<file path="config.mk">
export PLATFORM = sky130hd
export DESIGN_NAME = sdp_debug_port
export DESIGN_NICKNAME = d
export VERILOG_FILES = /design/src/logic/sdp_pkg.sv /design/src/logic/sdp_ser_if.sv /design/src/logic/sdp_debug_port.sv /design/src/logic/sdp_uart.sv
export SDC_FILE = /design/constraint.sdc
export NUM_CORES = 1
export LEC_CHECK = 0
export ABC_AREA = 1
export BUFFER_PORTS_ARGS = -buffer_cell sky130_fd_sc_hd__buf_2
export CORE_MARGIN = 1
export CORE_UTILIZATION = 55
export CTS_BUF_LIST = sky130_fd_sc_hd__clkbuf_4
export CTS_CLUSTER_DIAMETER = 30
export DETAILED_ROUTE_END_ITERATION = 7
export GPL_TIMING_DRIVEN = 0
export HOLD_SLACK_MARGIN = 0.05
export PLACE_DENSITY = 0.78
export SLEW_MARGIN = 5
export SYNTH_ARGS = -nofsm -noshare
export SYNTH_HDL_FRONTEND = slang
export SYNTH_SLANG_ARGS = --single-unit
export TNS_END_PERCENT = 1
</file>
<file path="constraint.sdc">
create_clock -name clk_i -period 9.3 [get_ports clk_i]
set_input_delay 0.93 -clock clk_i [delete_from_list [all_inputs] [get_ports clk_i]]
set_output_delay 0.93 -clock clk_i [all_outputs]
set_load 0.005 [all_outputs]
</file>
<file path="src/logic/sdp_pkg.sv">
/*
  Shared constants for the single-pin debug command port: command codes,
  control register layout, timing and CRC figures.
  Assumes a 20 MHz system clock; the bit rate is fixed by both parties.
*/
package sdp_pkg;

  localparam int CLK_HZ      = 20_000_000;
  localparam int BAUD_RATE   = 57_600;
  // Cycles per serial bit, derived from the clock and the agreed bit rate
  localparam int BIT_CYCLES  = CLK_HZ / BAUD_RATE;
  localparam int PROG_BYTES  = 4096;

  localparam logic [7:0] CMD_RD_CNT = 8'h03;
  localparam logic [7:0] CMD_WR_CTL = 8'h04;
  localparam logic [7:0] CMD_RD_CTL = 8'h05;
  localparam logic [7:0] CMD_WR_PC  = 8'h06;
  localparam logic [7:0] CMD_RD_PC  = 8'h07;
  localparam logic [7:0] CMD_WR_REG = 8'h08;
  localparam logic [7:0] CMD_RD_MEM = 8'h0D;
  localparam logic [7:0] CMD_CRC    = 8'h0E;
  localparam logic [7:0] CMD_STEP   = 8'h10;
  localparam logic [7:0] CMD_STUFF  = 8'h11;
  localparam logic [7:0] CMD_EXEC   = 8'h12;

  localparam int          CTL_DBG_BIT = 7;
  localparam int          CTL_BRK_BIT = 6;
  localparam logic [7:0]  CTL_RESET   = 8'h00;
  localparam logic [15:0] CNT_RESET   = 16'hFFFF;
  localparam logic [15:0] ALL_ONES    = 16'hFFFF;
  localparam logic [7:0]  BYTE_ONES   = 8'hFF;
  localparam logic [15:0] CRC_INIT    = 16'hFFFF;
  localparam logic [15:0] CRC_POLY    = 16'h1021;
  localparam logic [11:0] FLASH_LO    = 12'hFF8;
  localparam logic [11:0] FLASH_HI    = 12'hFFB;
  localparam logic [16:0] REG_SIZE0   = 17'h00100;
  localparam logic [16:0] MEM_SIZE0   = 17'h10000;

endpackage

</file>
<file path="src/logic/sdp_ser_if.sv">
/*
  Byte stream carrier between the command core and the serial engine.
  Assumes both ends share one clock; tx_ready is high only while idle.
*/
`timescale 1ns/1ps
interface sdp_ser_if;
  logic       rx_valid;
  logic [7:0] rx_data;
  logic       tx_valid;
  logic       tx_ready;
  logic [7:0] tx_data;
  modport uart (output rx_valid, rx_data, tx_ready, input tx_valid, tx_data);
  modport core (input rx_valid, rx_data, tx_ready, output tx_valid, tx_data);
endinterface

</file>
<file path="src/logic/sdp_debug_port.sv">
/*
  Debug command interpreter behind one open-drain serial pin.
  Assumes the processor side runs on clk_i, the program memory answers one
  cycle after prog_rd_o, and exec_len_i decodes wdata_o combinationally.
*/
// Overview of operation
// - One shared open-drain line, pulled up externally.
// - Half-duplex, never transmit and receive together.
// - Bytes framed as standard asynchronous serial characters.
// - Counter read returns inverted counter, else ones.
// - Counter matching program counter raises break.
// - Control write loads following byte into control.
// - Under read protect debug bit only sets.
// - Control read replies current control register.
// - Program counter write dropped unless debug, unprotected.
// - Program counter read, ones unless debug, unprotected.
// - Register write: address, size, data; zero means 256.
// - Register writes dropped outside debug; protect limits flash.
// - Memory read: address, size, bytes; ones outside debug.
// - CRC-CCITT over program memory, ones outside debug.
// - CRC reply delayed one cycle per byte.
// - Step executes one instruction when allowed.
// - Stuff sends host opcode, rest from memory.
// - Execute passes whole host instruction when allowed.
`timescale 1ns/1ps
module sdp_debug_port
  import sdp_pkg::*;
#(
  parameter int BIT_CYCLES_P = BIT_CYCLES,
  parameter int PROG_BYTES_P = PROG_BYTES
) (
  input  wire logic        clk_i,
  input  wire logic        sys_rst_i,
  input  wire logic        clk_en_i,
  input  wire logic        debug_line_i,
  output logic             debug_line_o,
  output logic             debug_line_oe_n_o,
  input  wire logic        read_protect_i,
  input  wire logic [15:0] pc_i,
  input  wire logic        instr_done_i,
  output logic             pc_load_o,
  output logic [15:0]      pc_wdata_o,
  output logic             reg_wr_o,
  output logic [11:0]      reg_addr_o,
  output logic [7:0]       wdata_o,
  output logic             mem_rd_o,
  output logic [15:0]      mem_addr_o,
  input  wire logic [7:0]  mem_rdata_i,
  input  wire logic        mem_rvalid_i,
  output logic             prog_rd_o,
  output logic [15:0]      prog_addr_o,
  input  wire logic [7:0]  prog_rdata_i,
  output logic             step_o,
  output logic             stuff_o,
  output logic             exec_valid_o,
  output logic             exec_first_o,
  input  wire logic [2:0]  exec_len_i,
  output logic             break_request_o,
  output logic             debug_mode_bit_o,
  output logic [7:0]       debug_control_reg_o
);

  typedef enum logic [3:0] {
    S_CMD, S_ARG, S_WREG, S_MRD, S_MWAIT, S_SEND, S_CRC, S_ELEN, S_EXEC
  } sdp_st_e;

  typedef struct packed {
    sdp_st_e     st;
    logic [7:0]  cmd;
    logic [2:0]  argn;
    logic [31:0] args;
    logic [7:0]  ctl;
    logic [15:0] cnt_inv;
    logic [16:0] len;
    logic [15:0] addr;
    logic [15:0] reply;
    logic [1:0]  rep_n;
    logic [15:0] crc;
    logic [16:0] crc_i;
    logic [1:0]  crc_v;
    logic [2:0]  exn;
    logic        pc_load;
    logic [15:0] pc_wdata;
    logic        reg_wr;
    logic [11:0] reg_addr;
    logic [7:0]  wdata;
    logic        mem_rd;
    logic [15:0] mem_addr;
    logic        prog_rd;
    logic [15:0] prog_addr;
    logic        step;
    logic        stuff;
    logic        exec_v;
    logic        exec_first;
    logic        break_request;
  } sdp_core_s;

  localparam logic [16:0] PROG_N = 17'(PROG_BYTES_P);

  function automatic logic [15:0] crc_byte(input logic [15:0] c, input logic [7:0] d);
    logic [15:0] r;
    logic        fb;
    r = c;
    for (int i = 7; i >= 0; i--) begin
      fb = r[15] ^ d[i];
      r  = {r[14:0], 1'b0};
      if (fb) begin
        r = r ^ CRC_POLY;
      end
    end
    return r;
  endfunction

  function automatic logic is_flash(input logic [11:0] a);
    return (a >= FLASH_LO) && (a <= FLASH_HI);
  endfunction

  sdp_ser_if ser ();

  sdp_uart #(
    .BIT_CYCLES_P (BIT_CYCLES_P)
  ) u_uart (
    .clk_i        (clk_i),
    .sys_rst_i    (sys_rst_i),
    .clk_en_i     (clk_en_i),
    .line_i       (debug_line_i),
    .line_oe_n_o  (debug_line_oe_n_o),
    .ser          (ser.uart)
  );

  sdp_core_s   q;
  sdp_core_s   next_q;
  logic        dbg;
  logic        ok;
  logic [31:0] na;

  assign dbg = q.ctl[CTL_DBG_BIT];
  assign ok  = dbg && !read_protect_i;
  assign na  = {q.args[23:0], ser.rx_data};

  // Reply bytes leave high byte first
  assign ser.tx_valid = (q.st == S_SEND) && (q.rep_n != 2'd0);
  assign ser.tx_data  = (q.rep_n == 2'd2) ? q.reply[15:8] : q.reply[7:0];

  always_comb begin
    next_q            = q;
    next_q.pc_load    = 1'b0;
    next_q.reg_wr     = 1'b0;
    next_q.mem_rd     = 1'b0;
    next_q.prog_rd    = 1'b0;
    next_q.step       = 1'b0;
    next_q.stuff      = 1'b0;
    next_q.exec_v     = 1'b0;
    next_q.exec_first = 1'b0;
    // Counter held inverted so that reset to zero gives the all-ones count
    if (instr_done_i && (q.cnt_inv != ALL_ONES)) begin
      next_q.cnt_inv = q.cnt_inv + 16'h0001;
    end
    next_q.break_request = q.ctl[CTL_BRK_BIT] && (~q.cnt_inv == pc_i);
    case (q.st)
      S_CMD: begin
        if (ser.rx_valid) begin
          next_q.cmd  = ser.rx_data;
          next_q.args = 32'h0000_0000;
          case (ser.rx_data)
            CMD_RD_CNT: begin
              next_q.reply = dbg ? q.cnt_inv : ALL_ONES;
              next_q.rep_n = 2'd2;
              next_q.st    = S_SEND;
            end
            CMD_WR_CTL: begin
              next_q.argn = 3'd1;
              next_q.st   = S_ARG;
            end
            CMD_RD_CTL: begin
              next_q.reply = {8'h00, q.ctl};
              next_q.rep_n = 2'd1;
              next_q.st    = S_SEND;
            end
            CMD_WR_PC: begin
              next_q.argn = 3'd2;
              next_q.st   = S_ARG;
            end
            CMD_RD_PC: begin
              next_q.reply = ok ? pc_i : ALL_ONES;
              next_q.rep_n = 2'd2;
              next_q.st    = S_SEND;
            end
            CMD_WR_REG: begin
              next_q.argn = 3'd3;
              next_q.st   = S_ARG;
            end
            CMD_RD_MEM: begin
              next_q.argn = 3'd4;
              next_q.st   = S_ARG;
            end
            CMD_CRC: begin
              if (dbg) begin
                next_q.crc   = CRC_INIT;
                next_q.crc_i = 17'h00000;
                next_q.crc_v = 2'h0;
                next_q.st    = S_CRC;
              end else begin
                next_q.reply = ALL_ONES;
                next_q.rep_n = 2'd2;
                next_q.st    = S_SEND;
              end
            end
            CMD_STEP: begin
              next_q.step = ok;
            end
            CMD_STUFF: begin
              next_q.argn = 3'd1;
              next_q.st   = S_ARG;
            end
            CMD_EXEC: begin
              next_q.st = S_EXEC;
            end
            default: begin
              next_q.st = S_CMD;
            end
          endcase
        end
      end
      S_ARG: begin
        if (ser.rx_valid) begin
          next_q.args = na;
          next_q.argn = q.argn - 3'd1;
          if (q.argn == 3'd1) begin
            next_q.st = S_CMD;
            case (q.cmd)
              CMD_WR_CTL: begin
                next_q.ctl = ser.rx_data;
                if (read_protect_i) begin
                  next_q.ctl[CTL_DBG_BIT] = ser.rx_data[CTL_DBG_BIT] | dbg;
                end
              end
              CMD_WR_PC: begin
                next_q.pc_load  = ok;
                next_q.pc_wdata = na[15:0];
              end
              CMD_WR_REG: begin
                next_q.addr = {4'h0, na[19:8]};
                next_q.len  = (na[7:0] == 8'h00) ? REG_SIZE0 : {9'h000, na[7:0]};
                next_q.st   = S_WREG;
              end
              CMD_RD_MEM: begin
                next_q.addr = na[31:16];
                next_q.len  = (na[15:0] == 16'h0000) ? MEM_SIZE0 : {1'b0, na[15:0]};
                next_q.st   = S_MRD;
              end
              CMD_STUFF: begin
                next_q.stuff = ok;
                next_q.wdata = ser.rx_data;
              end
              default: begin
                next_q.st = S_CMD;
              end
            endcase
          end
        end
      end
      S_WREG: begin
        if (ser.rx_valid) begin
          // Dropped bytes are still counted so the stream stays aligned
          next_q.reg_wr   = dbg && (!read_protect_i || is_flash(q.addr[11:0]));
          next_q.reg_addr = q.addr[11:0];
          next_q.wdata    = ser.rx_data;
          next_q.addr     = q.addr + 16'h0001;
          next_q.len      = q.len - 17'h00001;
          if (q.len == 17'h00001) begin
            next_q.st = S_CMD;
          end
        end
      end
      S_MRD: begin
        next_q.addr = q.addr + 16'h0001;
        next_q.len  = q.len - 17'h00001;
        if (dbg) begin
          next_q.mem_rd   = 1'b1;
          next_q.mem_addr = q.addr;
          next_q.st       = S_MWAIT;
        end else begin
          next_q.reply = {8'h00, BYTE_ONES};
          next_q.rep_n = 2'd1;
          next_q.st    = S_SEND;
        end
      end
      S_MWAIT: begin
        if (mem_rvalid_i) begin
          next_q.reply = {8'h00, mem_rdata_i};
          next_q.rep_n = 2'd1;
          next_q.st    = S_SEND;
        end
      end
      S_SEND: begin
        if (q.rep_n != 2'd0) begin
          if (ser.tx_ready) begin
            next_q.rep_n = q.rep_n - 2'd1;
          end
        end else if ((q.cmd == CMD_RD_MEM) && (q.len != 17'h00000)) begin
          next_q.st = S_MRD;
        end else begin
          next_q.st = S_CMD;
        end
      end
      S_CRC: begin
        // One byte per cycle, so the reply lags by about the memory size
        if (q.crc_v[1]) begin
          next_q.crc = crc_byte(q.crc, prog_rdata_i);
        end
        // Memory answers a cycle after the address, so validity trails by two
        next_q.crc_v = {q.crc_v[0], 1'b0};
        if (q.crc_i < PROG_N) begin
          next_q.prog_rd   = 1'b1;
          next_q.prog_addr = q.crc_i[15:0];
          next_q.crc_i     = q.crc_i + 17'h00001;
          next_q.crc_v[0]  = 1'b1;
        end else if (q.crc_v == 2'h0) begin
          next_q.reply = q.crc;
          next_q.rep_n = 2'd2;
          next_q.st    = S_SEND;
        end
      end
      S_ELEN: begin
        if (exec_len_i <= 3'd1) begin
          next_q.st = S_CMD;
        end else begin
          next_q.exn = exec_len_i - 3'd1;
          next_q.st  = S_EXEC;
        end
      end
      S_EXEC: begin
        if (ser.rx_valid) begin
          next_q.exec_v     = ok;
          next_q.exec_first = (q.exn == 3'd0);
          next_q.wdata      = ser.rx_data;
          if (q.exn == 3'd0) begin
            next_q.st = S_ELEN;
          end else begin
            next_q.exn = q.exn - 3'd1;
            if (q.exn == 3'd1) begin
              next_q.st = S_CMD;
            end
          end
        end
      end
      default: begin
        next_q.st = S_CMD;
      end
    endcase
  end

  always_ff @(posedge clk_i or posedge sys_rst_i) begin
    if (sys_rst_i) begin
      q <= '0;
    end else if (clk_en_i) begin
      q <= next_q;
    end
  end

  assign debug_line_o        = 1'b0;
  assign pc_load_o           = q.pc_load;
  assign pc_wdata_o          = q.pc_wdata;
  assign reg_wr_o            = q.reg_wr;
  assign reg_addr_o          = q.reg_addr;
  assign wdata_o             = q.wdata;
  assign mem_rd_o            = q.mem_rd;
  assign mem_addr_o          = q.mem_addr;
  assign prog_rd_o           = q.prog_rd;
  assign prog_addr_o         = q.prog_addr;
  assign step_o              = q.step;
  assign stuff_o             = q.stuff;
  assign exec_valid_o        = q.exec_v;
  assign exec_first_o        = q.exec_first;
  assign break_request_o     = q.break_request;
  assign debug_mode_bit_o    = dbg;
  assign debug_control_reg_o = q.ctl;
endmodule // sdp_debug_port

</file>
<file path="src/logic/sdp_uart.sv">
/*
  Half-duplex serial engine for the open-drain debug line.
  Assumes an external pull-up; the line input comes from the pin, unsynchronised.
*/
`timescale 1ns/1ps
module sdp_uart
  import sdp_pkg::*;
#(
  parameter int BIT_CYCLES_P = BIT_CYCLES
) (
  input  wire logic clk_i,
  input  wire logic sys_rst_i,
  input  wire logic clk_en_i,
  input  wire logic line_i,
  output logic      line_oe_n_o,
  sdp_ser_if.uart   ser
);

  typedef enum logic [2:0] {U_IDLE, U_RXS, U_RXD, U_RXP, U_TX} sdp_umode_e;

  typedef struct packed {
    logic       sync1;
    logic       sync2;
    sdp_umode_e mode;
    logic [15:0] cnt;
    logic [3:0]  bitn;
    logic [9:0]  sh;
    logic        rx_valid;
    logic [7:0]  rx_data;
    logic        oe_n;
  } sdp_uart_s;

  localparam logic [15:0] BITC = 16'(BIT_CYCLES_P - 1);
  localparam logic [15:0] HALF = 16'(BIT_CYCLES_P / 2);

  sdp_uart_s q;
  sdp_uart_s next_q;

  always_comb begin
    next_q          = q;
    next_q.sync1    = line_i;
    next_q.sync2    = q.sync1;
    next_q.rx_valid = 1'b0;
    case (q.mode)
      U_IDLE: begin
        // Transmit wins; the receiver is off while sending so our own bits never echo
        if (ser.tx_valid) begin
          next_q.sh   = {1'b1, ser.tx_data, 1'b0};
          next_q.bitn = 4'h0;
          next_q.cnt  = 16'h0000;
          next_q.mode = U_TX;
        end else if (!q.sync2) begin
          next_q.cnt  = 16'h0000;
          next_q.mode = U_RXS;
        end
      end
      U_RXS: begin
        if (q.cnt == HALF) begin
          next_q.cnt  = 16'h0000;
          next_q.bitn = 4'h0;
          next_q.mode = q.sync2 ? U_IDLE : U_RXD;
        end else begin
          next_q.cnt = q.cnt + 16'h0001;
        end
      end
      U_RXD: begin
        if (q.cnt == BITC) begin
          next_q.cnt  = 16'h0000;
          next_q.sh   = {q.sync2, q.sh[9:1]};
          next_q.bitn = q.bitn + 4'h1;
          if (q.bitn == 4'h7) begin
            next_q.mode = U_RXP;
          end
        end else begin
          next_q.cnt = q.cnt + 16'h0001;
        end
      end
      U_RXP: begin
        if (q.cnt == BITC) begin
          // A bad stop bit drops the character
          next_q.rx_valid = q.sync2;
          next_q.rx_data  = q.sh[9:2];
          next_q.mode     = U_IDLE;
        end else begin
          next_q.cnt = q.cnt + 16'h0001;
        end
      end
      U_TX: begin
        if (q.cnt == BITC) begin
          next_q.cnt  = 16'h0000;
          next_q.sh   = {1'b1, q.sh[9:1]};
          next_q.bitn = q.bitn + 4'h1;
          if (q.bitn == 4'h9) begin
            next_q.mode = U_IDLE;
          end
        end else begin
          next_q.cnt = q.cnt + 16'h0001;
        end
      end
      default: next_q.mode = U_IDLE;
    endcase
    // Open drain: only ever pull low, never drive high
    next_q.oe_n = !((next_q.mode == U_TX) && !next_q.sh[0]);
  end

  always_ff @(posedge clk_i or posedge sys_rst_i) begin
    if (sys_rst_i) begin
      q <= '{sync1: 1'b1, sync2: 1'b1, mode: U_IDLE, oe_n: 1'b1, default: '0};
    end else if (clk_en_i) begin
      q <= next_q;
    end
  end

  assign line_oe_n_o  = q.oe_n;
  assign ser.rx_valid = q.rx_valid;
  assign ser.rx_data  = q.rx_data;
  assign ser.tx_ready = (q.mode == U_IDLE);
endmodule // sdp_uart

</file>
==> run summary, run 1 <==
The flow ran to the end, and the final reports show no timing, DRC or antenna violations. The synthesized design devotes to its leading area cell type between 40% and 50% of total area. On the final layout, the worst hold slack is 0.1556 ns. The placeable core region is 28,940 um2. After synthesis, the cell types taking the most area are sky130_fd_sc_hd__dfrtp_1 41%, sky130_fd_sc_hd__nand2_1 15%, sky130_fd_sc_hd__o21ai_0 6.7%. The mean routed wirelength per cell is 15.89 um. The number of nets at the end of the flow is 2,537. The combinational fraction of design power came out at 7.8%. The via count of the first global-routing pass is approximately 15,000. The wire length of the first global-routing pass is 76,130 um. At the pin with the least slew margin, the transition time is 0.9276 ns.

The clock input transition at the sequential cells of the worst setup and hold paths came out at 0.07 ns. The maximum number of pins on one net before global-route repair came out at about 130. The net switching power figure came out at around 0.72 mW. The setup skew after layout is 0.05487 ns.

TritonCTS built the clock tree. The post-CTS resize count is 0. TritonCTS created 78 clock buffers. The number of max-slew violations in the final report is 0.

The clock insertion delay at the later pin of the skew report came out at 0.73 ns. The leakage dissipation came out at 9.611 nW. The share of layout cells above drive strength 1 came out at between 15 and 20%. The fill cell total of the finished layout came out at 2,606. The DRC violation count after routing came out at 0. The number of setup buffers added after CTS is 0. After synthesis, flip-flops and latches occupy 41.97% of the total area. The most frequently used cell type in the post-synthesis netlist is sky130_fd_sc_hd__nand2_1. For this run, asynchronously set or reset flops after synthesis account for 100.0%. The global routing usage summed across all routing layers came out at 31.12%. The arrival time at the worst endpoint came out at between 1.5 and 2 ns. The timing-limited maximum frequency came out at 386.8 MHz. The number of different library cells in the post-synthesis netlist is 52.

The remaining antenna violation count after routing is 0. The type of the worst min-delay path is in -> async. The hold violation total from the final report is 0. Hold repair after CTS inserted 0 buffers. The completed layout was analyzed and its total power is approximately 2.6 mW. The die covers between 30,000 and 40,000 um2. The number of enable-type register cells in the synthesized netlist is 0.

The synthesized area per cell came out at 7.213 um2. The power share of the sequential group came out at between 40% and 50%. The routability congestion estimate from global placement came out at 0.9456. The estimated wirelength of the detail-placed design is 33,520 um. STA classifies the critical path endpoint as an output pin. The proportion of power drawn by the clock network came out at 43.7%.

The most frequently used flop master after synthesis is sky130_fd_sc_hd__dfrtp_1. Internal power comes to 1.919 mW. VDD sags by at most 88.98 uV. Of all cell types, the one taking the most synthesized area is sky130_fd_sc_hd__dfrtp_1. The largest fanout of any net on the critical path is 9. CTS placed an instance of sky130_fd_sc_hd__clkbuf_4 at the clock tree root. Across all register-to-register paths, the minimum setup slack is about 7 ns. The cell area after layout is 18,540 um2. The average via count per standard cell is between 5 and 6.

In the finished design, the share of the clock period the worst path needs comes to 27.80%. The total grt overflow is 0. The launch instance of the worst register-to-register path is debug_control_reg_o[7].

Max-cap violations in this run came to 0. The commonest cells after synthesis are 668 x sky130_fd_sc_hd__nand2_1, 271 x sky130_fd_sc_hd__dfrtp_1, 222 x sky130_fd_sc_hd__inv_1, 222 x sky130_fd_sc_hd__nor2_1, 220 x sky130_fd_sc_hd__o21ai_0. The routed wire length came out at 46,310 um.

The starting density of the core is 56.49%. Setup repair after global routing left no endpoint under its margin. The layout overhead on the synthesized area came out at 13.43%. The total setup violations reported at the end of the flow came out at 0. The placed cell area came out at 17,520 um2. The initial antenna violation count is 1.

The die is 174.4 um wide. The number of placement rows came out at 62. The warning count from the yosys run came out at 0. The boundary pin count came out at 130. The final core area utilization is 64.08%.

The worst setup slack before clock tree synthesis is 6.380 ns. The switching fraction of total power came out at between 20% and 30%. After synthesis the cells add up to 16,350 um2. The setup path with the least slack is of type reg -> out. The worst relative slew slack came out at 38.16%. Data on the critical path is required at its endpoint by 8.37 ns. For this design, the sink count on the clock tree is 274. The routed design could run at a clock period as short as 2.585 ns. The setup slack after layout is 6.715 ns. The number of detailed-route iterations in the first pass came out at 7. The power per cell area is about 140 nW/um2. The die span in y came out at 174.4 um. After synthesis the netlist holds a flip-flop and latch count of 274. The critical path launch point type is a flop. For this block, the initial DRC count from the detailed router was 1,695. The most critical setup path has its startpoint at debug_control_reg_o[7]. The clock tree synthesis step divided the H-tree into 3 levels. The post-route non-filler standard cell count came out at 2,915. The final total negative setup slack is 0 ns. The buffer depth of the longest clock path is 3. The total via count in the routed design is between 15,000 and 20,000. The number of standard cells after synthesis came out at 2,266.

The instance count after placement with tap cells included came out at 2,779. The net count after synthesis came out at 2,328. The quantity of I/O buffers inserted on ports is 127.
## power groups by stage
stage	clock, mW	combinational, mW	sequential (mW)
floorplan	0	0.144	1.28
global placement	0	0.192	1.30
detailed placement	0	0.203	1.30
CTS	1.17	0.204	1.28
global route	1.24	0.234	1.28
finish	1.15	0.206	1.28
## layout make-up
class / count / area, um2 / area share (%)
inverter: 239 / 907.1 / 4.893
timing repair buffer: 129 / 690.7 / 3.725
clock buffer: 106 / 795.8 / 4.292
multi-input combinational: 1596 / 7584 / 40.90
buffer: 157 / 1002 / 5.406
tap: 384 / 480.5 / 2.591
clock inverter: 29 / 217.7 / 1.174
sequential: 274 / 6860 / 37.00
antenna: 1 / 2.502 / 0.01350
## per-layer routing
metal	routed length, um	track usage, %
met1	19900	42.79
met2	20930	48.01
met3	3966	5.840
met4	1505	13.49
met5	0	0
## logic make-up (layout without fill, tap and decap cells)
| group | after synthesis | count (layout) | synth area share (%) |
|---|---|---|---|
| AND/OR/NAND/NOR | 1158 | 1158 | 29.85 |
| buffers and inverters | 396 | 660 | 11.64 |
| AO/OA/AOI/OAI | 351 | 351 | 11.40 |
| flip-flops | 274 | 274 | 41.97 |
| XOR/XNOR | 58 | 58 | 3.108 |
| adder cells (fa/ha/maj) | 20 | 20 | 1.531 |
| multiplexers | 8 | 8 | 0.4899 |
| other | 1 | 2 | 0.02294 |
## cell usage in the layout, fill, tap and decap left out, types with 10 or more instances in the layout
cell                         n
sky130_fd_sc_hd__a21oi_1    33
sky130_fd_sc_hd__buf_2     153
sky130_fd_sc_hd__buf_4      85
sky130_fd_sc_hd__clkbuf_1   36
sky130_fd_sc_hd__clkbuf_4  106
sky130_fd_sc_hd__clkinv_1   14
sky130_fd_sc_hd__dfrtp_1   271
sky130_fd_sc_hd__ha_1       20
sky130_fd_sc_hd__inv_1     221
sky130_fd_sc_hd__inv_2      15
sky130_fd_sc_hd__nand2_1   668
sky130_fd_sc_hd__nand3_1   150
sky130_fd_sc_hd__nand4_1    34
sky130_fd_sc_hd__nor2_1    222
sky130_fd_sc_hd__nor3_1     34
sky130_fd_sc_hd__o211ai_1   11
sky130_fd_sc_hd__o21ai_0   220
sky130_fd_sc_hd__o21ai_1    51
sky130_fd_sc_hd__o22ai_1    10
sky130_fd_sc_hd__or2_2      10
sky130_fd_sc_hd__xnor2_1    20
sky130_fd_sc_hd__xor2_1     38
## critical path, cell delays in order (launching register included)
cell	delay, ns
sky130_fd_sc_hd__dfrtp_1	0.65
sky130_fd_sc_hd__buf_4	0.19
sky130_fd_sc_hd__buf_2	0.10
## registers in the layout, indices dropped and copies added (netlist names), 8 cells and up
register	count
wdata_o	8
na	24
prog_addr_o	16
debug_control_reg_o	8
reg_addr_o	12
u_uart.ser.rx_data	8
q	120
pc_wdata_o	16
mem_addr_o	16
u_uart.q	34
## final timing paths
check,endpoint,cells after the start
max,debug_control_reg_o[7],2
min,prog_addr_o[5],2
max reg2reg,q[120],10
min reg2reg,q[98],2
max in group asynchronous,pc_wdata_o[13],4
min in group clk_i,u_uart.next_q[43],3
Note: power is estimated with default switching activity, not from simulation.
==> run 2: changes to the inputs <==
==> constraint.sdc (replaced) <==
create_clock -name clk_i -period 2.6 [get_ports clk_i]
set_input_delay 0.26 -clock clk_i [delete_from_list [all_inputs] [get_ports clk_i]]
set_output_delay 0.26 -clock clk_i [all_outputs]
set_load 0.005 [all_outputs]
==> run 2 against run 1 <==
Effect of this change: the run now ends with DRC left; final cell count is 1.0% higher; highest routed layer unchanged; combinational power grew to 3.7 times the previous value; flip-flop and latch count stayed put; final area rose by 1.5%.
==> run summary, run 2 (synthesized netlist as in run 1, its figures left out) <==
The H-tree was split into 3 levels. The fraction of the cycle the final worst path needs is 90.98%. The final reports fail on DRC. In this run the post-CTS setup repair buffer count came out at 0. The proportion of power drawn by the clock network is 44.1%. Max-cap violations in this run came to 0. The starting density of the core came out at 56.49%. Routability-driven placement finished with a final weighted congestion of 0.9607.

The transition time of the tightest slew-check pin is about 0.83 ns. The average via count per standard cell came out at 5.474. The placed cell area is roughly 18,000 um2. Leaving out fill and tap cells, the most frequent cells in the layout are 668 x sky130_fd_sc_hd__nand2_1, 271 x sky130_fd_sc_hd__dfrtp_1, 222 x sky130_fd_sc_hd__nor2_1. The maximum VDD drop came out at 440.8 uV.

The die footprint came out at 30,410 um2. Once detailed placement completed, the half-perimeter wirelength came to 34,330 um. After detailed routing, the average wire length per cell comes to 16.02 um. Leaving out fill and tap cells, the most frequent cell in the layout is sky130_fd_sc_hd__nand2_1.

The minimum clock period after layout is 2.365 ns. The number of flip-flops in the largest register is 120. The layout overhead on the synthesized area came out at 15.14%. The largest fanout of any net on the critical path is 11.

The total number of clock tree sinks is 274. The number of design-rule violations left by the first detailed-router iteration came out at 1,396. Power spread over the standard cell area amounts to 505.4 nW/um2. The setup skew after layout came out at 0.04169 ns.

The number of detailed-route iterations in the first pass is 8. The worst register-to-register path begins at debug_control_reg_o[7]. The cell area after layout came out at 18,820 um2. The net switching power figure came out at 2.571 mW. The worst setup slack before clock tree synthesis came out at 0.3254 ns.

During I/O placement, the number of pins put on the boundary was 130. The via count of the first global-routing pass came out at 15,380. Once detail routing completed, the nets flagged for antenna violations numbered 0. The worst relative slew slack is between 40% and 50%. The run finished, with violations left. The critical path starts at debug_control_reg_o[7]. Net switching is a little over a quarter of the power.

The clock insertion delay at the later pin of the skew report is 0.71 ns. Sequential cells burn 47.9% of the power. The total grt overflow is 0. The total via count in the routed design is ~16,000. The total power consumption of the routed design came out at 9.512 mW. The endpoint required time on the critical path came out at 3.17 ns. The tightest min-delay check is of the in -> reg type.

The tree is rooted in a sky130_fd_sc_hd__clkbuf_4. The buffer depth of the longest clock path is 3. The cell with the most instances on the worst path is sky130_fd_sc_hd__nand2_1. The wire length of the first global-routing pass came out at ~77,000 um. The die width is 174.4 um. The DRC violation count after routing came out at 7. Setup violations remaining at the end of the flow were counted as 0. The die span in y came out at between 150 and 200 um. The startpoint of the tightest hold check path is pc_i[6]. The timing-limited maximum frequency came out at 422.7 MHz. The global routing usage summed across all routing layers is 31.42%.

The number of buffers added by the clock tree synthesis step is 79. Across all register-to-register paths, the minimum setup slack is 0.23 ns. The share of layout cells above drive strength 1 is between 15 and 20%. Entering global routing, the biggest net connects 41 pins.

Of the total power, combinational logic draws 8.0%. The number of nets at the end of the flow is 2,560. The number of max-slew violations in the final report came out at 0. The cell type group with the largest total delay on the critical path is flip-flops.

The tightest hold margin came out at 0.08465 ns. The register bank with the most flops is q. The post-CTS resize count came out at 0. TritonCTS built the clock tree. The hold violation total from the final report came to 0. The fill cell total of the finished layout is 2,572. The internal power of the cells came out at 6.941 mW. Data on the critical path arrives at its endpoint at about 2.9 ns. The finished layout holds 2,945 standard cells, fillers aside.

The placeable core region is a little under 30,000 um2. The highest-delay cell along the critical path is sky130_fd_sc_hd__dfrtp_1. The routed wire length is 47,190 um. The critical path goes through inv_1 > nor2_1 > inv_1 > clkbuf_1 > o21ai_0 > nand2_1 > nand3_1 > nand2_1 > nand2_1 > nand2_1. On the worst path, the slowest cell contributes a delay of 0.70 ns. Setup repair after global routing left no endpoint under its margin. The worst setup path is captured at a flop. In the post-route analysis, the smallest setup slack over all paths is 0.2345 ns. The number of placement rows came out at 62. In this run the static leakage power is approximately 10 nW. The instance count after placement with tap cells included is 2,784. The quantity of I/O buffers inserted on ports is 127. The critical path in this run is classified as reg -> reg.

Clock-pin slew was measured on the worst setup and hold paths at ~0.06 ns. STA classifies the critical path startpoint as a flop. The initial antenna violation count came out at 1. Counting both buffers and inverters, the worst setup path holds a total of 3.
run 2: changes by cell type in the layout (fill, tap and decap cells not counted), moves of 2 or more:
cell,change
sky130_fd_sc_hd__dlygate4sd3_1,+18
sky130_fd_sc_hd__clkinv_1,+10
sky130_fd_sc_hd__buf_12,+7
sky130_fd_sc_hd__clkinv_2,-5
sky130_fd_sc_hd__clkbuf_4,+4
sky130_fd_sc_hd__clkinv_4,-3
sky130_fd_sc_hd__buf_16,-2
run 2: what timing repair did:
item                                   CTS  global route
hold buffers                            18             0
endpoints found under the hold margin   93             0
setup endpoints to repair                0             1
run 2: path summary, 6_finish.rpt:
| path | to | cells after the start |
|---|---|---|
| hold / removal | q[123] | 7 |
| max in group asynchronous | q[138] | 6 |
| setup reg to reg | q[120] | 10 |
| min in group asynchronous | u_uart.q[40] | 3 |
| setup / recovery | q[120] | 10 |
| hold reg to reg | q[98] | 2 |
run 2: final cells by class:
cell class | count | area (um2) | share of cell area [%]
Multi-Input combinational cell | 1596 | 7584 | 40.29
Clock inverter | 32 | 207.7 | 1.104
Inverter | 239 | 903.4 | 4.800
Antenna cell | 2 | 5.005 | 0.02659
Buffer | 156 | 998.5 | 5.305
Timing Repair Buffer | 152 | 955.9 | 5.079
Clock buffer | 110 | 825.8 | 4.388
Tap cell | 384 | 480.5 | 2.553
Sequential cell | 274 | 6860 | 36.45
run 2: power groups by stage:
stage / registers, mW / clock network, mW / logic, mW
after floorplan: 4.58 / 0 / 0.516
after global placement: 4.63 / 0 / 0.693
after detailed placement: 4.63 / 0 / 0.741
after CTS: 4.55 / 4.27 / 0.762
after global routing: 4.57 / 4.51 / 0.867
final: 4.56 / 4.19 / 0.765
run 2: stage by stage:
| step | TNS [ns] | util [%] |
|---|---|---|
| global placement | -799.34 | 60.36 |
| global route | 0 | 65.04 |
| CTS | 0 | 65.04 |
| floorplan | -348.09 | - |
| detailed placement | 0 | 60.84 |
| finish | 0 | 65.04 |
run 2: worst register-to-register path: stages, from the launching register on:
cell and delay [ns]:
sky130_fd_sc_hd__dfrtp_1 0.70, sky130_fd_sc_hd__inv_1 0.12, sky130_fd_sc_hd__nor2_1 0.25, sky130_fd_sc_hd__inv_1 0.16, sky130_fd_sc_hd__clkbuf_1 0.32, sky130_fd_sc_hd__o21ai_0 0.28
sky130_fd_sc_hd__nand2_1 0.08, sky130_fd_sc_hd__nand3_1 0.13, sky130_fd_sc_hd__nand2_1 0.08, sky130_fd_sc_hd__nand2_1 0.08, sky130_fd_sc_hd__nand2_1 0.05
run 2: per-layer routing:
metal | wire length, um | part of all wire [%] | track usage [%] | vias to the layer above
met5 | 0 | 0 | 0 | -
met4 | 1520 | 3.2 | 13.71 | 0
li1 | - | - | - | 7689
met2 | 21710 | 46 | 50.02 | 749
met1 | 20030 | 42 | 42.00 | 7550
met3 | 3931 | 8.3 | 5.621 | 133
==> run 3: changes to the inputs <==
--- a/config.mk
+++ b/config.mk
@@ -18,5 +18,6 @@
 export SLEW_MARGIN = 5
 export SYNTH_ARGS = -nofsm -noshare
 export SYNTH_HDL_FRONTEND = slang
+export SYNTH_HIERARCHICAL = 1
 export SYNTH_SLANG_ARGS = --single-unit
 export TNS_END_PERCENT = 1
==> constraint.sdc (replaced) <==
create_clock -name clk_i -period 2.6 [get_ports clk_i]
set_input_delay 0.52 -clock clk_i [delete_from_list [all_inputs] [get_ports clk_i]]
set_output_delay 0.52 -clock clk_i [all_outputs]
set_load 0.005 [all_outputs]
==> run 3 against run 2 <==
Effect of this change: flip-flop and latch count stayed put; sequential power is 1% lower; synthesized area is 2.3% higher; the run now ends clean; clock-buffer cell count is 3 lower; core utilization is 1.3 points lower; worst setup slack worse by 0.015 ns; total power is 1.1% lower; combinational power is 22% higher; die area is 2.3% higher; sequential share of layout area is 0.33 points lower.
==> run summary, run 3 <==
The hold path endpoint is debug_control_reg_o[7]. The die footprint is 31,100 um2. The routed metal-1 wirelength is 20,010 um. The number of flip-flops in the largest register is 120.

The worst setup path is captured at a flop. The filler cells instantiated in the layout total 2,707. The final total negative setup slack came out at 0 ns.

On the critical path, the stage with the largest delay is an instance of sky130_fd_sc_hd__dfrtp_1. The cell sitting at the root of the clock tree is a sky130_fd_sc_hd__clkbuf_4. The library cell used most frequently in the layout, excluding fill and tap cells, is sky130_fd_sc_hd__nand2_1. The simple logic cell fraction of the synthesized area came out at just over 30%. The via count of the first global-routing pass is between 10,000 and 15,000. More flip-flops sit in one register than any other, and that register is q. The leakage dissipation is 9.778 nW.

The average via count per standard cell came out at ~5.4. The wire length of the first global-routing pass is 73,600 um. The largest single stage delay on the critical path is 0.39 ns. During synthesis, Yosys emitted a total of 6 warnings.

In this run the mean area of a mapped cell was about 7.4 um2. The clock input transition at the sequential cells of the worst setup and hold paths came out at about 0.070 ns. Timing would allow up to 420.1 MHz.

The total via count in the routed design came out at 15,680. The met3 routed wirelength came out at 3833 um. In this run the worst path has a maximum fanout of 10. The quantity of I/O buffers inserted on ports came out at 128.

The fraction of the cycle the final worst path needs is between 90% and 100%. On the final layout, the worst hold slack is between 0.15 and 0.2 ns. The remaining antenna violation count after routing is 0. Counting flops and latches in the post-synthesis netlist gives between 200 and 300. The H-tree was split into 3 levels. The mean routed wirelength per cell is between 15 and 20 um. The synthesized design devotes to its leading area cell type 40.56% of total area. Leaving out fill and tap cells, the most frequent cells in the layout are 676 x sky130_fd_sc_hd__nand2_1, 271 x sky130_fd_sc_hd__dfrtp_1, 219 x sky130_fd_sc_hd__inv_1. The setup skew after layout is slightly below 0.08 ns. Synthesis produced a netlist with a net count of 2,319. Of the synthesized area, sequential elements account for 41.03%. The share of the synthesized netlist area taken by xor and xnor gates is under 10%. The tightest min-delay check is of the in -> reg type. Among all flip-flop cells after synthesis, the most frequent one is sky130_fd_sc_hd__dfrtp_1. The number of detailed-route iterations in the first pass is 5.

The total grt overflow is 0. The share of layout cells above drive strength 1 came out at 21.04%. The critical path goes through buf_4 > inv_1 > nand3_1 > nor2_4 > inv_2 > clkbuf_1 > nand2_1 > nor2_1 > nand2_1 > nand2_1 > nand2_1 > nand2_1 > nand2_1. The minimum clock period after layout came out at around 2.4 ns. The number of nets at the end of the flow is 2,539. Synthesis handed over a netlist of 2,256 instances.

At the worst endpoint, the arrival time is 3.02 ns. The setup slack after layout came out at 0.2195 ns. The total length of routed met2 wires is 20,060 um.

The power per cell area came out at between 400 and 500 nW/um2. The startpoint of the tightest hold check path is read_protect_i. The run finished with clean final reports. Of all flip-flops after synthesis, the portion carrying an async set or reset was 100.0%. The routability congestion estimate from global placement is 0.9935. The worst relative slew slack came out at 54.40%. The worst setup path is launched from a flop. TritonCTS built the clock tree. In the routed design, unresolved DRC markers number 0. Counting both buffers and inverters, the worst setup path holds a total of 4.

The clock insertion delay at the later pin of the skew report came out at 0.73 ns. The die width is 176.4 um. In this run the critical register-to-register path is captured at q[120]. Across the run, the number of max-cap violations was 0. The synthesized netlist contains 53 unique library cells. The instance count after placement with tap cells included is 2,781. For this block, the initial DRC count from the detailed router was 1,399. The launch instance of the worst register-to-register path is u_uart/ser.rx_data[4]. Ranked by instance count, the synthesized netlist is headed by 676 x sky130_fd_sc_hd__nand2_1, 271 x sky130_fd_sc_hd__dfrtp_1, 221 x sky130_fd_sc_hd__inv_1. The number of max-slew violations in the final report is 0. The hold violation total from the final report is 0. The transition time of the tightest slew-check pin is 0.6840 ns. The worst hold path passes through 3 cells. The number of buffers added by the clock tree synthesis step came out at 81. The cell taking the most area after synthesis is sky130_fd_sc_hd__dfrtp_1. The total number of clock tree sinks came out at 274.

The main combinational cell family by area after synthesis is simple AND/OR/NAND/NOR gates. The fraction of the mapped netlist area in compound gates came out at a little under an eighth. The initial antenna violation count was 3. The mapped netlist covers 16,720 um2. The layout overhead on the synthesized area is 13.58%. Setup repair after global routing left no endpoint under its margin. In this run the count of I/O pins placed on the die edge is 130. Measured in cells, the most critical reg-to-reg path has a length of 13. The number of enable-type register cells in the synthesized netlist came out at 0. After synthesis, the cell types taking the most area are sky130_fd_sc_hd__dfrtp_1 41%, sky130_fd_sc_hd__nand2_1 15%, sky130_fd_sc_hd__o21ai_0 5.3%.

The routed wire length came out at 45,080 um. The initial utilization of the core area, before any placement, comes to 56.11%. The maximum VDD drop is 398.8 uV. The register-to-register setup slack came out at about 0.22 ns. The uppermost layer routed is met4. The estimated wirelength of the detail-placed design is 33,570 um. The total setup violations reported at the end of the flow is 0. The number of cells on the critical path came out at 13. The most frequently used cell type in the post-synthesis netlist is sky130_fd_sc_hd__nand2_1. The number of placement rows is between 60 and 70.

The post-route non-filler standard cell count is 2,921. The placeable core region came out at 29,800 um2. The buffer count from post-CTS setup fixing came out at 0. The die span in y came out at 176.4 um.

The endpoint required time on the critical path is 3.24 ns. The clock passes through at most 3 buffers. The worst setup path is of the reg -> reg kind. Summing the areas of all fa, ha and maj instances in the mapped netlist gives 1.572% of the synthesized area. The worst setup slack before clock tree synthesis is 0.2587 ns.

Cells fill between 60% and 70% of the core in the end. In the global route stage, overall resource usage came out at 29.64%. The cell type group with the largest total delay on the critical path is simple AND/OR/NAND/NOR gates.

The multiplexer area fraction after synthesis came out at 0.5388%. The maximum number of pins on one net before global-route repair is 43. The most numerous cell type found on the critical path is sky130_fd_sc_hd__nand2_1.
-- run 3: changes by cell type in the layout (fill, tap and decap cells not counted), sizes merged, moves of 8 or more --
cell and delta:
a21oi +11, buf +13, clkbuf -15, dlygate4sd3 -16
inv +12, mux2 +8, mux2i -8, nand2 +26
nand3 -25, nand4 +13, nor2 -18, o21ai -19
o22ai +19, or2 -10
-- run 3: repair_timing --
item,CTS,global route
endpoints found under the hold margin,41,0
gates resized for setup,0,0
hold buffers,2,0
-- run 3: per-layer routing --
layer  global-route usage, %  up-vias
met2                   45.59      650
li1                        -     7646
met5                       0        -
met3                   6.654       94
met4                   11.49        0
met1                   40.74     7289
-- run 3: power breakdown --
group	total, mW	internal [mW]	leakage, nW	switching (mW)
Clock	3.97	2.03	0.570	1.94
Combinational	0.937	0.299	5.75	0.637
Sequential	4.50	4.37	3.46	0.135
-- run 3: stage by stage --
| step | total power [mW] | area (um2) |
|---|---|---|
| 3_5_place_dp | 5.508 | 17990 |
| 5_1_grt | 9.860 | 18990 |
| 4_1_cts | 9.489 | 18980 |
| 3_3_place_gp | 5.458 | 17850 |
| 6_report | 9.408 | 18990 |
| 2_1_floorplan | 5.223 | 16720 |
-- run 3: cells by family (layout without fill, tap and decap cells) --
kind of cell | count (synthesis) | count (layout)
XOR/XNOR | 53 | 53
flip-flops | 274 | 274
multiplexers | 8 | 8
AND/OR/NAND/NOR | 1144 | 1144
AO/OA/AOI/OAI | 345 | 345
other | 1 | 4
adder cells (fa/ha/maj) | 21 | 21
buffers and inverters | 410 | 682
-- run 3: worst max-delay path by stage --
stage / startpoint / endpoint / slack, ns
2_1_floorplan: sys_rst_i / break_request_o / -0.91
3_3_place_gp: sys_rst_i / q[175] / -2.37
3_5_place_dp: clk_en_i / pc_wdata_o[11] / 0.26
4_1_cts: u_uart/ser.rx_data[4] / q[131] / 0.32
5_1_grt: u_uart/ser.rx_data[4] / q[128] / 0.06
6_report: u_uart/ser.rx_data[4] / q[120] / 0.22
-- run 3: worst register-to-register path: cells and delay by family, from the launching register on --
| family | cells | cell delay, ns |
|---|---|---|
| flip-flops | 1 | 0.39 |
| AND/OR/NAND/NOR | 9 | 1.16 |
| buffers and inverters | 4 | 0.78 |
-- run 3: cell type report --
class	count	area [um2]	area share, %
multi-input combinational	1572	7844	41.30
tap	390	488.0	2.570
antenna	3	7.507	0.03953
timing repair buffer	137	800.8	4.217
sequential	274	6860	36.12
inverter	254	962.2	5.067
clock inverter	28	167.7	0.8829
buffer	156	1057	5.567
clock buffer	107	803.3	4.230
